<file path="config.mk">
export PLATFORM = sky130hd
export DESIGN_NAME = freq_pulse_meter
export DESIGN_NICKNAME = d
export VERILOG_FILES = /design/src/common/fpm_pkg.sv /design/src/common/fpm_cond_if.sv /design/src/hdl/fpm_counter.sv /design/src/hdl/fpm_cond.sv /design/src/hdl/freq_pulse_meter.sv
export SDC_FILE = /design/constraint.sdc
export NUM_CORES = 1
export LEC_CHECK = 0
export BUFFER_PORTS_ARGS = -buffer_cell sky130_fd_sc_hd__buf_4
export CAP_MARGIN = 20
export CORE_UTILIZATION = 54
export DETAILED_ROUTE_END_ITERATION = 8
export PLACE_DENSITY = 0.78
export SETUP_SLACK_MARGIN = 0.1
export SYNTH_ARGS = -nofsm -noshare
export SYNTH_HDL_FRONTEND = slang
export SYNTH_HIERARCHICAL = 1
export SYNTH_SLANG_ARGS = --single-unit
</file>
<file path="constraint.sdc">
create_clock -name clk_in -period 4.2 [get_ports clk_in]
set_input_delay 0.21 -clock clk_in [delete_from_list [all_inputs] [get_ports clk_in]]
set_output_delay 0.21 -clock clk_in [all_outputs]
set_load 0.05 [all_outputs]
</file>
<file path="src/common/fpm_pkg.sv">
// Shared constants and types for the frequency / pulse-width meter.
// Assumes one clock domain; every consumer imports the whole package.
package fpm_pkg;
   localparam int CNT_W = 32;
   localparam int STEP_NS = 25;
   localparam int CLK_PERIOD_NS = 100;
   // One counter step per clock; never less than one cycle
   localparam int STEP_CYCLES = (STEP_NS + CLK_PERIOD_NS - 1) / CLK_PERIOD_NS;
   localparam logic [CNT_W-1:0] COUNT_RESET = 32'h0000_0000;
   localparam logic [CNT_W-1:0] COUNT_STEP = 32'h0000_0001;
   localparam logic MODE_FREQ = 1'h0;
   localparam logic MODE_PULSE = 1'h1;
   // Gray order along Disabled, Triggered, Counting, Ready
   typedef enum logic [1:0]
   {
      ST_DISABLED = 2'h0,
      ST_TRIGGERED = 2'h1,
      ST_COUNTING = 2'h3,
      ST_READY = 2'h2
   } fsm_state_t;
   localparam fsm_state_t STATE_RESET = ST_DISABLED;
endpackage : fpm_pkg

</file>
<file path="src/common/fpm_cond_if.sv">
// Conditioned events from the input stage to the measuring core.
// Assumes both ends share clk_in; all signals are one-cycle or level.
`timescale 1ns/1ns
interface fpm_cond_if;
   logic meas_rise;
   logic meas_fall;
   logic start_evt;
   logic stop_evt;
   logic gate_time_ok;
   logic gate_pulse_ok;
   modport cond
   (
      output meas_rise, meas_fall, start_evt, stop_evt, gate_time_ok, gate_pulse_ok
   );
   modport core
   (
      input meas_rise, meas_fall, start_evt, stop_evt, gate_time_ok, gate_pulse_ok
   );
endinterface : fpm_cond_if

</file>
<file path="src/hdl/fpm_counter.sv">
// Loadable up/down counter used for the timing and pulse counters.
// Assumes callers never request load and clear together meaningfully.
`timescale 1ns/1ns
module fpm_counter
#(
   parameter int W = 32
)
(
   input wire logic clk_in,
   input wire logic rst_in,
   input wire logic clear_in,
   input wire logic load_in,
   input wire logic [W-1:0] load_val_in,
   input wire logic inc_in,
   input wire logic dec_in,
   output logic [W-1:0] count_out
);
   import fpm_pkg::*;
   logic [W-1:0] next_count;

   // Clear beats load, load beats stepping
   always_comb
   begin
      next_count = count_out;
      if (clear_in)
         next_count = W'(COUNT_RESET);
      else if (load_in)
         next_count = load_val_in;
      else if (inc_in)
         next_count = count_out + W'(COUNT_STEP);
      else if (dec_in)
         next_count = count_out - W'(COUNT_STEP);
   end

   always_ff @(posedge clk_in)
   begin
      if (rst_in)
         count_out <= W'(COUNT_RESET);
      else
         count_out <= next_count;
   end
endmodule : fpm_counter

</file>
<file path="src/hdl/fpm_cond.sv">
// Input stage: inversion, edge detection, start/stop source and gate.
// Assumes all inputs are synchronous to clk_in.
`timescale 1ns/1ns
module fpm_cond
(
   input wire logic clk_in,
   input wire logic rst_in,
   input wire logic meas_in,
   input wire logic invert_in,
   input wire logic start_src_hw_in,
   input wire logic sw_start_in,
   input wire logic hw_start_in,
   input wire logic start_level_in,
   input wire logic stop_src_hw_in,
   input wire logic sw_stop_in,
   input wire logic hw_stop_in,
   input wire logic stop_level_in,
   input wire logic gate_en_in,
   input wire logic gate_src_hw_in,
   input wire logic sw_gate_in,
   input wire logic hw_gate_in,
   input wire logic gate_active_high_in,
   input wire logic gate_timer_in,
   input wire logic gate_pulses_in,
   fpm_cond_if.cond ev
);
   import fpm_pkg::*;
   logic [2:0] raw;
   logic [2:0] prev;
   logic [2:0] next_prev;
   logic [2:0] rise;
   logic gate_src;
   logic gate_open;

   // Raw sources: inverted input, selected start, selected stop
   assign raw[0] = meas_in ^ invert_in;
   assign raw[1] = start_src_hw_in ? hw_start_in : sw_start_in;
   assign raw[2] = stop_src_hw_in ? hw_stop_in : sw_stop_in;
   assign next_prev = raw;

   // One edge detector per source
   for (genvar i = 0; i < 3; i++)
   begin : g_edge
      assign rise[i] = raw[i] & ~prev[i];
   end

   always_ff @(posedge clk_in)
   begin
      if (rst_in)
         prev <= 3'h0;
      else
         prev <= next_prev;
   end

   assign ev.meas_rise = rise[0];
   assign ev.meas_fall = prev[0] & ~raw[0];
   // Level mode keeps asserting; edge mode fires once
   assign ev.start_evt = start_level_in ? raw[1] : rise[1];
   assign ev.stop_evt = stop_level_in ? raw[2] : rise[2];

   // Gate source and polarity, then per-counter application
   assign gate_src = gate_src_hw_in ? hw_gate_in : sw_gate_in;
   assign gate_open = !gate_en_in || (gate_src == gate_active_high_in);
   assign ev.gate_time_ok = gate_open || !gate_timer_in;
   assign ev.gate_pulse_ok = gate_open || !gate_pulses_in;
endmodule : fpm_cond

</file>
<file path="src/hdl/freq_pulse_meter.sv">
// Frequency and pulse-width meter core with its four-state controller.
// Assumes synchronous control ports held steady by software between runs.
`timescale 1ns/1ns
// Function
// - 32-bit timing counter, one step per 100 ns clock; nominal step is 25 ns.
// - 32-bit counter accumulating measured input pulses.
// - Software picks frequency mode or pulse-width mode.
// - Frequency mode counts rising edges; optional inversion counts falling ones.
// - Counting period programmed by software in timing steps.
// - Start comes from software command or external hardware signal.
// - Start and stop each act on edge or on level.
// - Inactive gate freezes pulse counting and period; may target either counter.
// - Gate source software or external, active level programmable.
// - Result marked available at period end; interrupt if enabled.
// - Pulse-width mode counts clocks between start and stop.
// - Start and stop edges chosen separately: high, low or full period.
// - Pulse-width mode gates identically and may raise the interrupt.
// - Controller has exactly Disabled, Triggered, Counting, Ready.
// - Current state readable at any time.
// - Enable low holds Disabled; enable rising moves to Triggered.
// - Triggered waits for start signal or selected input edge.
// - Start enters Counting: input periods or clock periods counted.
// - Frequency mode ends Counting when the period timer reaches zero.
// - Pulse-width mode ends Counting on the selected stop edge.
// - Single-shot or continuous measurement chosen by software.
module freq_pulse_meter
(
   input wire logic clk_in,
   input wire logic rst_in,
   input wire logic enable_in,
   input wire logic mode_in,
   input wire logic continuous_in,
   input wire logic irq_en_in,
   input wire logic [fpm_pkg::CNT_W-1:0] period_in,
   input wire logic meas_in,
   input wire logic invert_in,
   input wire logic pw_start_fall_in,
   input wire logic pw_stop_fall_in,
   input wire logic start_src_hw_in,
   input wire logic sw_start_in,
   input wire logic hw_start_in,
   input wire logic start_level_in,
   input wire logic stop_src_hw_in,
   input wire logic sw_stop_in,
   input wire logic hw_stop_in,
   input wire logic stop_level_in,
   input wire logic gate_en_in,
   input wire logic gate_src_hw_in,
   input wire logic sw_gate_in,
   input wire logic hw_gate_in,
   input wire logic gate_active_high_in,
   input wire logic gate_timer_in,
   input wire logic gate_pulses_in,
   output fpm_pkg::fsm_state_t state_out,
   output logic result_valid_out,
   output logic irq_out,
   output logic [fpm_pkg::CNT_W-1:0] time_result_out,
   output logic [fpm_pkg::CNT_W-1:0] pulse_result_out
);
   import fpm_pkg::*;

   fsm_state_t state;
   fsm_state_t next_state;
   logic en_q;
   logic next_en_q;
   logic valid;
   logic next_valid;
   logic irq;
   logic next_irq;
   logic [CNT_W-1:0] time_res;
   logic [CNT_W-1:0] next_time_res;
   logic [CNT_W-1:0] pulse_res;
   logic [CNT_W-1:0] next_pulse_res;
   logic [CNT_W-1:0] time_cnt;
   logic [CNT_W-1:0] pulse_cnt;
   logic t_clr;
   logic t_load;
   logic t_inc;
   logic t_dec;
   logic p_clr;
   logic p_inc;
   logic start_cond;
   logic stop_edge;
   logic finish;

   fpm_cond_if ev ();

   // Input conditioning shared by both modes
   fpm_cond u_cond
   (
      .clk_in(clk_in),
      .rst_in(rst_in),
      .meas_in(meas_in),
      .invert_in(invert_in),
      .start_src_hw_in(start_src_hw_in),
      .sw_start_in(sw_start_in),
      .hw_start_in(hw_start_in),
      .start_level_in(start_level_in),
      .stop_src_hw_in(stop_src_hw_in),
      .sw_stop_in(sw_stop_in),
      .hw_stop_in(hw_stop_in),
      .stop_level_in(stop_level_in),
      .gate_en_in(gate_en_in),
      .gate_src_hw_in(gate_src_hw_in),
      .sw_gate_in(sw_gate_in),
      .hw_gate_in(hw_gate_in),
      .gate_active_high_in(gate_active_high_in),
      .gate_timer_in(gate_timer_in),
      .gate_pulses_in(gate_pulses_in),
      .ev(ev.cond)
   );

   // Timing reference counter: down in frequency, up in pulse width
   fpm_counter #(.W(CNT_W)) u_time
   (
      .clk_in(clk_in),
      .rst_in(rst_in),
      .clear_in(t_clr),
      .load_in(t_load),
      .load_val_in(period_in),
      .inc_in(t_inc),
      .dec_in(t_dec),
      .count_out(time_cnt)
   );

   // Input pulse counter
   fpm_counter #(.W(CNT_W)) u_pulse
   (
      .clk_in(clk_in),
      .rst_in(rst_in),
      .clear_in(p_clr),
      .load_in(1'h0),
      .load_val_in(COUNT_RESET),
      .inc_in(p_inc),
      .dec_in(1'h0),
      .count_out(pulse_cnt)
   );

   // Start and stop selection per mode
   assign stop_edge = pw_stop_fall_in ? ev.meas_fall : ev.meas_rise;
   always_comb
   begin
      if (mode_in == MODE_FREQ)
         start_cond = ev.start_evt;
      else
         start_cond = pw_start_fall_in ? ev.meas_fall : ev.meas_rise;
   end

   // Next state, counter controls and result latching
   always_comb
   begin
      next_state = state;
      next_en_q = enable_in;
      next_valid = valid;
      next_irq = 1'h0;
      next_time_res = time_res;
      next_pulse_res = pulse_res;
      t_clr = 1'h0;
      t_load = 1'h0;
      t_inc = 1'h0;
      t_dec = 1'h0;
      p_clr = 1'h0;
      p_inc = 1'h0;
      finish = 1'h0;
      case (state)
         ST_DISABLED:
         begin
            if (enable_in && !en_q)
            begin
               next_state = ST_TRIGGERED;
               next_valid = 1'h0;
            end
         end
         ST_TRIGGERED:
         begin
            if (start_cond)
            begin
               next_state = ST_COUNTING;
               p_clr = 1'h1;
               if (mode_in == MODE_FREQ)
                  t_load = 1'h1;
               else
                  t_clr = 1'h1;
            end
         end
         ST_COUNTING:
         begin
            if (mode_in == MODE_FREQ)
            begin
               // Zero period or an explicit stop ends the run at once
               finish = (time_cnt == COUNT_RESET) || ev.stop_evt;
               t_dec = !finish && ev.gate_time_ok;
               p_inc = !finish && ev.gate_pulse_ok && ev.meas_rise;
            end
            else
            begin
               finish = stop_edge;
               t_inc = !finish && ev.gate_time_ok;
            end
            if (finish)
            begin
               next_state = ST_READY;
               next_time_res = time_cnt;
               next_pulse_res = pulse_cnt;
               next_valid = 1'h1;
               next_irq = irq_en_in;
            end
         end
         ST_READY:
         begin
            // Single-shot waits here for a new enable rise
            if (continuous_in)
               next_state = ST_TRIGGERED;
         end
         default:
         begin
            next_state = ST_DISABLED;
         end
      endcase
      if (!enable_in)
         next_state = ST_DISABLED;
   end

   always_ff @(posedge clk_in)
   begin
      if (rst_in)
      begin
         state <= STATE_RESET;
         en_q <= 1'h0;
         valid <= 1'h0;
         irq <= 1'h0;
         time_res <= COUNT_RESET;
         pulse_res <= COUNT_RESET;
      end
      else
      begin
         state <= next_state;
         en_q <= next_en_q;
         valid <= next_valid;
         irq <= next_irq;
         time_res <= next_time_res;
         pulse_res <= next_pulse_res;
      end
   end

   // Results stay readable after disable until the next run finishes; the next enable rise clears only the valid flag
   assign state_out = state;
   assign result_valid_out = valid;
   assign irq_out = irq;
   assign time_result_out = time_res;
   assign pulse_result_out = pulse_res;
endmodule : freq_pulse_meter

</file>
======== After elaboration in Yosys (flattened, before gate mapping) ========
Cells that the tools add are included.
storage, ports and cells
  register bits after elaboration ......... 136
operators by class
  add/subtract/negate cells ............... 3
  equality and inequality tests ........... 8
  mux-type cells .......................... 35
  bitwise logic cells ..................... 12
  reductions and logical operators ........ 26
operators with widths
  operator                                             number
  two-way mux 32 bit                                   3
  adder 32 x 1 -> 32 bit, second input constant        2
  logical NOT 32 bit                                   1
  subtractor 32 x 1 -> 32 bit, second input constant   1
  two-way mux 1 bit                                    26
  two-way mux 2 bit                                    4
  != test 2 bit, second input constant                 4
  case mux 2 bit (4 select lines)                      1
  NOT 1 bit                                            7
  logical NOT 1 bit                                    6
  OR reduction 2 bit                                   3
  logical AND 1 bit                                    5
  AND 1 bit                                            4
  equality test 2 bit, second input constant           2
  logical OR 1 bit                                     4
  AND reduction 4 bit                                  1
  AND reduction 3 bit                                  1
  nonzero test 3 bit                                   1
  OR reduction 3 bit                                   1
  equality test 2 x 1 -> 1 bit, second input constant  1
  logical NOT 2 bit                                    1
  case mux 1 bit (2 select lines)                      1
  AND reduction 2 bit                                  1
  nonzero test 2 bit                                   1
  2 further kinds                                      2

======== Logic depth before layout (Yosys ltp) ========
Gate-level depths: netlist of the first run.
  depth in word-level cells ............... 11
  depth in mapped cells ................... 18

======== Cells and area by module ========
Netlist of the first run, hierarchy kept.
modules (own cells, without submodules)
  module                 instances  cells an instance  area an instance (um2)  seq. area each (um2)
  freq_pulse_meter       1          558                4326.6                  1381.3
  fpm_counter (u_pulse)  1          411                3121.7                  640.6
  fpm_counter (u_time)   1          402                3067.9                  640.6
  fpm_cond               1          22                 185.2                   60.1

======== Worst setup path after synthesis of the first run ========
Ideal clock, no wire load.
  path kind ............................... register to register
  start ................................... register state[1], in the netlist state_out[1]
  end ..................................... register u_pulse.count_out[30]
  library setup time ...................... 0.112 ns
  data arrival time ....................... 3.987 ns
  data required time ...................... 4.088 ns
  setup slack ............................. 0.101 ns
  stages on the path, launching flop included .. 14
  buffers on the path ..................... 1
  cells stage by stage .................... dfxtp_1 -> nand2_1 -> nor3_1 -> inv_1 -> ha_1 -> buf_4 -> a21o_1 -> o21bai_1 -> a21oi_1 -> a21o_1 -> o2111ai_2 -> a31oi_1 -> xor2_1 -> a2111oi_1
RTL lines
  what                    RTL line                 RTL
  start, declared         freq_pulse_meter.sv:62   fsm_state_t state;
  start signal, assigned  freq_pulse_meter.sv:237  state <= next_state;
  equality test 2 bit     freq_pulse_meter.sv:165  case (state)
  two-way mux 1 bit       freq_pulse_meter.sv:165
  named net p_inc         freq_pulse_meter.sv:81   logic p_inc;
  end signal, assigned    fpm_counter.sv:38        count_out <= W'(COUNT_RESET);
  end signal, assigned    fpm_counter.sv:40        count_out <= next_count;
  end, declared           fpm_counter.sv:16        output logic [W-1:0] count_out
The timed path passes the listed nets, and every way through them passes these cells.
A chain may end at the register's enable or synchronous reset.

======== Worst setup path in the final report of the first run ========
  start ................................... register u_time.count_out[24]
  end ..................................... register u_pulse.count_out[30]
between the ends
  word-level cells in the longest chain between the ends .. 7
RTL lines
  what                            RTL line                 RTL
  start, declared                 fpm_counter.sv:16
  start signal, assigned          fpm_counter.sv:38
  start signal, assigned          fpm_counter.sv:40
  logical NOT 32 bit              freq_pulse_meter.sv:191  finish = (time_cnt == COUNT_RESET) || ev.stop_evt;
  logical OR 1 bit                freq_pulse_meter.sv:191
  logical NOT 1 bit               freq_pulse_meter.sv:193  p_inc = !finish && ev.gate_pulse_ok && ev.meas_rise;
  logical AND 1 bit (2 in a row)  freq_pulse_meter.sv:193
  two-way mux 1 bit               freq_pulse_meter.sv:188  if (mode_in == MODE_FREQ)
  two-way mux 1 bit               freq_pulse_meter.sv:165
  named net p_inc                 freq_pulse_meter.sv:81
The timed path passes the listed nets, and every way through them passes these cells.

==> results of run 1 <==
==> state kept, by name, summed over array words and instances (netlist names) <==
signal and flops:
pulse_result_out 32, u_cond/prev 3, result_valid_out 1, time_result_out 32, en_q 1, u_pulse/count_out 32
irq_out 1, u_time/count_out 32, state_out 2
==> worst paths after layout <==
| path | endpoint | slack (ns) | start |
|---|---|---|---|
| worst min register to register | u_pulse/count_out[31] | 0.51 | u_pulse/count_out[31] |
| worst max-delay path | u_pulse/count_out[30] | 0.36 | u_time/count_out[24] |
| worst min-delay path | u_time/count_out[11] | 0.01 | period_in[11] |
| worst max register to register | u_pulse/count_out[30] | 0.36 | u_time/count_out[24] |
==> layer usage <==
layer | GRT usage | wire length, um | vias to the layer above
li1 | - | - | 5361
met1 | 0.397 | 13900 | 5228
met2 | 0.550 | 15400 | 325
met3 | 0.0443 | 1660 | 70
met4 | 0.138 | 1060 | 0
met5 | 0 | 0 | -
==> repair_timing <==
action / 4_1_cts / 5_1_grt
hold endpoints to repair: 1 / 0
gates resized for setup: 0 / 7
hold buffers: 1 / 0
endpoints found under the setup margin: 0 / 5
==> worst max-delay path, stage by stage (launching register included) <==
cell	delay, ns
dfxtp_1	0.38
nor4_1	0.39
nand4_1	0.23
o21ai_1	0.24
nor3_2	0.10
inv_1	0.10
buf_12	0.21
ha_1	0.29
nor2b_2	0.18
o2111ai_1	0.30
a211oi_2	0.17
o21ai_1	0.17
o2111ai_2	0.22
a31oi_1	0.26
xor2_1	0.09
a2111oi_1	0.38
==> power by group through the flow <==
stage	logic, mW	clock network [mW]	registers (mW)
3_5_place_dp	1.28	0	1.41
6_report	1.33	1.63	1.39
4_1_cts	1.30	1.65	1.39
5_1_grt	1.46	1.71	1.39
2_1_floorplan	0.990	0	1.40
3_3_place_gp	1.27	0	1.41
==> metrics by stage <==
| step | instance area, um2 | hold slack [ns] | setup WS [ns] | cells |
|---|---|---|---|---|
| detailed placement | 12000 | 0.439 | 0.204 | 1753 |
| global route | 12700 | 0.00488 | 0.0557 | 1787 |
| global placement | 12000 | 0.434 | 0.298 | 1753 |
| floorplan | 10800 | 0.282 | 0.101 | 1430 |
| finish | 12700 | 0.0136 | 0.358 | 1787 |
| CTS | 12600 | 0.00433 | 0.338 | 1786 |
==> Yosys cell counts (all sizes together) (3+ instances only) <==
| cell type | instances |
|---|---|
| a2111oi | 5 |
| a211o | 4 |
| a211oi | 15 |
| a21o | 28 |
| a21oi | 125 |
| a311oi | 3 |
| a31oi | 15 |
| and2 | 9 |
| and3 | 10 |
| and4 | 3 |
| buf | 22 |
| clkbuf | 85 |
| dfxtp | 136 |
| ha | 60 |
| inv | 21 |
| mux2 | 4 |
| mux2i | 43 |
| nand2 | 148 |
| nand2b | 37 |
| nand3 | 53 |
| nand3b | 3 |
| nand4 | 14 |
| nor2 | 88 |
| nor2b | 74 |
| nor3 | 21 |
| nor4 | 10 |
| o2111ai | 4 |
| o211a | 19 |
| o211ai | 82 |
| o21a | 11 |
| o21ai | 67 |
| o21bai | 7 |
| o22ai | 7 |
| o311ai | 34 |
| o31ai | 8 |
| or2 | 9 |
| or3 | 11 |
| or4 | 33 |
| xnor2 | 28 |
| xor2 | 18 |
==> layout by cell type (no fill, tap or decap), drive strengths merged, types with 34 or more instances in the layout <==
master    n
o311ai   34
dfxtp   136
o211ai   82
nor2b    74
conb     38
nor2     88
nand2   148
nand2b   37
o21ai    67
mux2i    43
ha       60
a21oi   125
nand3    53
buf     166
==> cell type report <==
| cell class | count | area (um2) |
|---|---|---|
| clock inverter | 13 | 196 |
| fill | 1690 | 6750 |
| sequential | 136 | 2720 |
| multi-input combinational | 1164 | 7640 |
| timing repair buffer | 167 | 1300 |
| clock buffer | 19 | 433 |
| tap | 265 | 332 |
| inverter | 23 | 86.3 |
==> logic make-up after synthesis <==
kind of cell               count (synthesis)  synth area share
AOI/OAI and AO/OA                        442             0.282
xor gates and xnor gates                  46            0.0376
adders and majority gates                 62            0.0739
buffers and inverters                    130            0.0509
DFF                                      136             0.254
muxes                                     47            0.0448
other                                      1          0.000350
and+or+nand+nor                          529             0.256
==> impl_metrics.py, run 1 <==
metrics = {
    "detailed_routing": {
        "wl_um": 32000,
        "initialDrtViolationCount": 783,
        "drc": 0,
        "firstDrtPassIters": 5,
        "postRouteAntennaNets": 0,
        "vias": 11000,
        "wl_per_cell_um": 17.9,
        "viasPerCell": 6.15,
    },
    "die": {
        "io_pins": 125,
        "dieArea_mm2": 0.0204,
        "row_count": 51,
        "fp.dieW_um": 143,
        "fp.dieH_um": 143,
        "start_util": 0.550,
        "core_mm2": 0.0195,
    },
    "outcome": {
        "status": "finished clean",
    },
    "worst_setup_path": {
        "rr_worst_depth": 15,
        "cp-start-kind": "flop",
        "critPathRequiredTime_ns": 4.52,
        "crit_path_end_kind": "flop",
        "path_max_fanout": 30,
        "cp_data_arrival_time_ns": 4.16,
        "path_class": "flop to flop",
    },
    "synthesis": {
        "ys.flop_type": "dfxtp_1",
        "ys_top_cells_by_area": "dfxtp_1 (25%), ha_1 (7.0%), o211ai_1 (5.8%)",
        "syn_area_mm2": 0.0107,
        "async_flop_share": 0,
        "synth_cell_types": 82,
        "yosysWarnings": 6,
        "synth-edff-count": 0,
        "yosysTopAreaCellShare": 0.254,
        "syn_inst": 1393,
        "ys_seq_elements": 136,
        "yosysSeqAreaShare": 0.254,
        "synth_area_leader_cell": "dfxtp_1",
        "avgSynthCellArea_um2": 7.68,
    },
    "min_path": {
        "hold_path_depth": 2,
        "hp-class": "input pin to flop",
    },
    "timing": {
        "fmax_mhz": 260,
        "setup_tns_ns": 0,
        "fin_crit_ns": 3.84,
        "clock_skew_ns": 0.0139,
        "fin_crit_sh": 0.915,
        "hold_viol_final": 0,
        "relSlewSlack": 0.295,
        "setup_viol": 0,
        "rsz0062_at_grt": "no",
        "drv_slew": 0,
        "tightest_slew_ns": 1.05,
    },
    "cts": {
        "cts_root_buf": "clkbuf_16",
        "cts_tree": "built",
        "cts_buffers": 17,
        "htree_levels": 4,
        "clock-sinks": 136,
        "path_clk_slew_ns": 0.06,
        "cts_buffer_depth": 2,
        "clkLatencyLatePin_ns": 0.43,
        "postCtsSetupBuffers": 0,
    },
    "power": {
        "p_sw_frac": 0.344,
        "switching_power_mw": 1.50,
        "clockPowerShare": 0.376,
        "p_per_area_mw_per_mm2": 342,
        "ir_worst_vdd_uv": 245,
        "power.total_mw": 4.35,
        "combPwrFrac": 0.306,
        "p_leak_nw": 5.40,
        "p_int_mw": 2.85,
        "seq_power_share": 0.319,
    },
    "global_routing": {
        "grt_pass1_wl_um": 51900,
        "antenna_found_initial": 0,
        "overflow": 0,
        "grt_pass1_vias": 10300,
        "grt_max_degree": 79,
        "grt_util_all_layers": 0.320,
    },
    "final_layout": {
        "drive_gt1_frac": 0.162,
        "finalNetCount": 1628,
        "antennaDiodeCount": 0,
        "post-route-util": 0.653,
        "syn_to_final_growth_pct": 18.8,
    },
    "placed_design": {
        "gp_congestion": 0.973,
        "io_buffers": 124,
        "dp_hpwl_um": 22500,
    },
    "job": {
        "maxCapViolCount": 0,
    },
}
Note: power is estimated with default switching activity, not from simulation.
==> run 2, diff against run 1 <==
--- a/config.mk
+++ b/config.mk
@@ -7,9 +7,9 @@
 export LEC_CHECK = 0
 export BUFFER_PORTS_ARGS = -buffer_cell sky130_fd_sc_hd__buf_4
 export CAP_MARGIN = 20
-export CORE_UTILIZATION = 54
+export CORE_UTILIZATION = 50
 export DETAILED_ROUTE_END_ITERATION = 8
-export PLACE_DENSITY = 0.78
+export PLACE_DENSITY = 0.73
 export SETUP_SLACK_MARGIN = 0.1
 export SYNTH_ARGS = -nofsm -noshare
 export SYNTH_HDL_FRONTEND = slang
==> run 2 against run 1 <==
Compared with the run above: register-to-register slack got worse by 0.18 ns; combinational power is essentially flat; via count fell by 1.7%; largest cell class unchanged; largest power group unchanged; clock skew is 0.0054 ns lower; non-clock buffer count is 9 higher; sequential share of layout area shrank 0.072 points; flip-flop and latch count stayed put; cell count increased by 1.0%; first-iteration DRC count increased by 2.6%; clock power shrank 11%.
==> impl_metrics.py, run 2 (same netlist as run 1, synthesis figures left out) <==
metrics = {
    "final_layout": {
        "multi_input_area_mm2": 0.00766,
        "syn_to_final_growth_pct": 19.2,
        "antennaDiodeCount": 0,
        "seqCellArea_mm2": 0.00272,
        "post-route-util": 0.607,
        "fillers": 1918,
        "final_common_cell": "buf_4",
        "final_area_mm2": 0.0128,
        "drive_gt1_frac": 0.165,
        "finalNetCount": 1637,
        "layout_common_cells": "buf_4 (168), nand2_1 (147), dfxtp_1 (136)",
        "finalNonFillerCells": 1805,
    },
    "worst_setup_path": {
        "critPathRequiredTime_ns": 4.51,
        "path_class": "flop to flop",
        "path_max_fanout": 30,
        "r2r-end": "u_pulse/count_out[26]",
        "rr_worst_depth": 16,
        "endpoint": "u_pulse/count_out[26]",
        "r2r_slack_ns": 0.18,
        "crit_path_start": "u_time/count_out[0]",
        "cp-start-kind": "flop",
        "r2r-start": "u_time/count_out[0]",
        "crit_path_end_kind": "flop",
        "cp_data_arrival_time_ns": 4.33,
    },
    "timing": {
        "rsz0062_at_grt": "yes",
        "fin_crit_sh": 0.958,
        "fmax_mhz": 249,
        "hold_viol_final": 0,
        "setup_viol": 0,
        "fin_crit_ns": 4.02,
        "holdWs_ns": 0.0169,
        "drv_slew": 0,
        "tightest_slew_ns": 1.01,
        "relSlewSlack": 0.325,
        "setup_tns_ns": 0,
        "clock_skew_ns": 0.00842,
    },
    "detailed_routing": {
        "initialDrtViolationCount": 803,
        "drc": 0,
        "firstDrtPassIters": 5,
        "wl_um": 31100,
        "vias": 10800,
        "viasPerCell": 5.98,
        "postRouteAntennaNets": 0,
        "wl_per_cell_um": 17.2,
    },
    "die": {
        "fp.dieH_um": 148,
        "fp.dieW_um": 148,
        "dieArea_mm2": 0.0220,
        "core_mm2": 0.0210,
        "row_count": 53,
        "io_pins": 125,
        "start_util": 0.509,
    },
    "global_routing": {
        "grt_pass1_vias": 10100,
        "antenna_found_initial": 0,
        "overflow": 0,
        "grt_pass1_wl_um": 50500,
        "grt_util_all_layers": 0.286,
        "grt_max_degree": 101,
    },
    "power": {
        "p_per_area_mw_per_mm2": 327,
        "ir_worst_vdd_uv": 239,
        "p_leak_nw": 5.41,
    },
    "job": {
        "maxCapViolCount": 0,
    },
    "cts": {
        "cts_buffer_depth": 2,
        "clock-sinks": 136,
        "cts_buffers": 17,
        "clkLatencyLatePin_ns": 0.42,
        "path_clk_slew_ns": 0.06,
        "htree_levels": 4,
        "cts_root_buf": "clkbuf_16",
        "cts_tree": "built",
    },
    "outcome": {
        "status": "finished clean",
    },
    "placed_design": {
        "io_buffers": 124,
        "dp_hpwl_um": 21500,
        "gp_congestion": 0.948,
        "place_area_mm2": 0.0120,
        "placed_cells": 1762,
    },
    "min_path": {
        "hp-class": "input pin to flop",
        "hold_path_depth": 2,
    },
}
-- run 2: cell count changes in the layout (fill, tap and decap cells not counted), sizes merged --
cell         delta
buf             +5
clkinvlp        +5
dlygate4sd3     +4
bufinv          -3
clkinv          -2
inv             -2
clkbuf          +1
-- run 2: worst min path at each step --
stage                        startpoint                   end  slack, ns
after floorplan                  rst_in        u_cond/prev[0]       0.28
after global placement    period_in[14]  u_time/count_out[14]       0.43
after CTS                  period_in[8]   u_time/count_out[8]     0.0002
final                      period_in[8]   u_time/count_out[8]       0.02
after global routing       period_in[7]   u_time/count_out[7]      0.005
after detailed placement  period_in[13]  u_time/count_out[13]       0.44
-- run 2: report_power, final --
part / internal, mW / total [mW] / switching, mW
Clock: 0.841 / 1.45 / 0.607
Combinational: 0.521 / 1.34 / 0.819
Sequential: 1.34 / 1.38 / 0.0474
-- run 2: critical path, stage by stage, from the launching register on --
cell	delay [ns]
dfxtp_1	0.38
nor4_4	0.38
nand4_1	0.12
buf_4	0.18
o21ai_2	0.20
nor3_4	0.11
inv_1	0.11
buf_12	0.20
ha_1	0.32
a21o_1	0.24
o21bai_1	0.18
a21oi_1	0.24
a21o_1	0.22
o2111ai_2	0.21
a31oi_1	0.28
xor2_1	0.12
a2111oi_2	0.39
-- run 2: layer usage --
layer,GRT usage,vias to the layer above,wire length (um)
li1,-,5384,-
met1,0.365,5098,14200
met2,0.484,286,14900
met3,0.0479,34,1500
met4,0.0979,0,506
met5,0,-,0
-- run 2: area by class of cell --
| cell class | instances | share of cell area |
|---|---|---|
| multi-input cells | 1164 | 0.601 |
| clock buffers | 20 | 0.0358 |
| repair buffers | 176 | 0.108 |
| well taps | 275 | 0.0270 |
| clock inverters | 11 | 0.00785 |
| flip-flops and latches | 136 | 0.214 |
| inverters | 23 | 0.00707 |
-- run 2: per-stage QoR --
step / setup WS [ns] / power, mW
after detailed placement: -0.178 / 2.70
after global routing: 0.0283 / 4.39
after global placement: -0.0826 / 2.70
after CTS: 0.163 / 4.16
final: 0.176 / 4.17
after floorplan: 0.101 / 2.39
-- run 2: repair_timing --
item,in CTS,in global routing
cloned,0,0
hold buffers,5,0
setup endpoints to repair,10,12
setup buffers,1,5
pin swaps,1,1
gates resized for setup,3,9
endpoints found under the hold margin,5,0
==> run 3, diff against run 2 <==
--- a/config.mk
+++ b/config.mk
@@ -7,9 +7,10 @@
 export LEC_CHECK = 0
 export BUFFER_PORTS_ARGS = -buffer_cell sky130_fd_sc_hd__buf_4
 export CAP_MARGIN = 20
+export CORE_MARGIN = 1.5
 export CORE_UTILIZATION = 50
 export DETAILED_ROUTE_END_ITERATION = 8
-export PLACE_DENSITY = 0.73
+export PLACE_DENSITY = 0.7
 export SETUP_SLACK_MARGIN = 0.1
 export SYNTH_ARGS = -nofsm -noshare
 export SYNTH_HDL_FRONTEND = slang
==> constraint.sdc (replaced) <==
create_clock -name clk_in -period 4 [get_ports clk_in]
set_input_delay 0.2 -clock clk_in [delete_from_list [all_inputs] [get_ports clk_in]]
set_output_delay 0.2 -clock clk_in [all_outputs]
set_load 0.05 [all_outputs]
==> run 3 against run 2 <==
Compared with the run above: worst hold slack worse by 0.0075 ns; design area up 2.3%; clock-buffer cell count down 1; sequential share of layout area down 0.46 points; global-route usage up 0.23 points; non-clock buffer count up 25; total power up 9.6%; critical path depth unchanged; via count up 1.7%; highest routed layer unchanged.
==> impl_metrics.py, run 3 (same netlist as run 1, synthesis figures left out) <==
metrics = {
    "worst_setup_path": {
        "crit_path_end_kind": "flop",
        "path_class": "flop to flop",
        "path_max_fanout": 6,
        "rr_worst_depth": 16,
        "critPathRequiredTime_ns": 4.30,
        "r2r_slack_ns": 0.21,
        "cp-start-kind": "flop",
        "cp_data_arrival_time_ns": 4.09,
    },
    "min_path": {
        "hold_path_depth": 2,
        "hp-class": "input pin to flop",
    },
    "detailed_routing": {
        "top_layer_used": "met4",
        "dr_wl_met2_um": 15500,
        "wl_um": 32300,
        "drc": 0,
        "firstDrtPassIters": 7,
        "initialDrtViolationCount": 648,
        "drt-met1-wl_um": 14400,
        "met3_length_um": 1620,
        "vias": 11000,
        "wl_per_cell_um": 17.6,
        "viasPerCell": 6.00,
        "postRouteAntennaNets": 0,
    },
    "placed_design": {
        "gp_congestion": 0.973,
        "dp_hpwl_um": 22400,
        "placed_cells": 1787,
        "io_buffers": 124,
    },
    "timing": {
        "hold_viol_final": 0,
        "relSlewSlack": 0.339,
        "drv_slew": 0,
        "rsz0062_at_grt": "yes",
        "tightest_slew_ns": 0.992,
        "clock_skew_ns": 0.00826,
        "setup_viol": 0,
        "fmax_mhz": 264,
        "fin_crit_sh": 0.948,
        "fin_crit_ns": 3.79,
    },
    "job": {
        "maxCapViolCount": 0,
    },
    "final_layout": {
        "finalNonFillerCells": 1831,
        "syn_to_final_growth_pct": 21.9,
        "drive_gt1_frac": 0.184,
        "antennaDiodeCount": 0,
        "fillers": 1938,
        "finalNetCount": 1663,
        "layout_common_cells": "buf_4 (191), nand2_1 (147), dfxtp_1 (134)",
        "post-route-util": 0.620,
        "final_common_cell": "buf_4",
    },
    "global_routing": {
        "grt_util_all_layers": 0.288,
        "grt_pass1_vias": 10200,
        "grt_pass1_wl_um": 51600,
        "grt_max_degree": 97,
        "antenna_found_initial": 0,
        "overflow": 0,
    },
    "cts": {
        "cts_tree": "built",
        "clock-sinks": 136,
        "cts_root_buf": "clkbuf_16",
        "cts_buffers": 17,
        "clkLatencyLatePin_ns": 0.42,
        "cts_buffer_depth": 2,
        "path_clk_slew_ns": 0.06,
        "htree_levels": 4,
    },
    "die": {
        "row_count": 53,
        "fp.dieW_um": 149,
        "core_mm2": 0.0210,
        "fp.dieH_um": 149,
        "start_util": 0.509,
        "io_pins": 125,
        "dieArea_mm2": 0.0223,
    },
    "outcome": {
        "status": "finished clean",
    },
    "power": {
        "p_per_area_mw_per_mm2": 351,
        "p_leak_nw": 5.57,
        "ir_worst_vdd_uv": 263,
    },
}
run 3: cell types whose count changed in the layout (fill, tap and decap cells not counted), sizes merged:
cell	delta
bufinv	+3
clkinvlp	-1
buf	+25
clkbuf	-1
run 3: final timing paths:
path	to	from
min	u_time/count_out[6]	period_in[6]
max	u_time/count_out[24]	u_cond/prev[0]
max reg2reg	u_time/count_out[24]	u_cond/prev[0]
min reg2reg	result_valid_out	result_valid_out
run 3: report_power, final:
part	switching (mW)	internal (mW)
Combinational	0.870	0.558
Sequential	0.0463	1.40
Clock	0.642	1.06
run 3: layer usage:
metal / GRT usage / vias up
met1: 0.376 / 5194
li1: - / 5427
met4: 0.103 / 0
met5: 0 / -
met2: 0.479 / 312
met3: 0.0446 / 51
run 3: timing repair:
item / in CTS / in global routing
hold endpoints to repair: 4 / 1
gates cloned: 0 / 1
pin swaps: 0 / 8
setup endpoints to repair: 3 / 17
buffers inserted: 0 / 6
gates resized for setup: 2 / 15
hold buffers: 4 / 1
run 3: area by class of cell:
type,count,area (um2),area share
Multi-Input combinational cell,1164,7680,0.589
Sequential cell,136,2730,0.209
Timing Repair Buffer,201,1580,0.121
Clock buffer,19,443,0.0340
Tap cell,275,344,0.0264
Clock inverter,12,175,0.0134
Inverter,23,90.1,0.00691
Timing Repair inverter,1,7.51,0.000576
run 3: critical path: stages (launching register included):
cell and delay (ns):
dfxtp_1 0.31, and2_1 0.14, mux2i_1 0.18, nand2_1 0.12
nor2_4 0.19, clkinvlp_4 0.25, buf_4 0.22, ha_1 0.33
nor2b_1 0.17, o2111ai_1 0.24, a21oi_1 0.16, o2111ai_2 0.34
a21oi_1 0.15, or3_1 0.40, a31oi_1 0.22, xor2_1 0.16
o22ai_1 0.09
run 3: stage by stage:
stage          hold slack [ns]  setup slack [ns]  cell area [um2]  setup TNS [ns]  power, mW
3_3_place_gp             0.424            0.0228            12200               0       2.84
6_report               0.00947             0.209            13000               0       4.58
4_1_cts              0.0000419             0.101            12900               0       4.55
2_1_floorplan            0.272             0.110            10900               0       2.51
3_5_place_dp             0.429           -0.0792            12200          -0.179       2.85
5_1_grt                0.00276            0.0629            13000               0       4.78
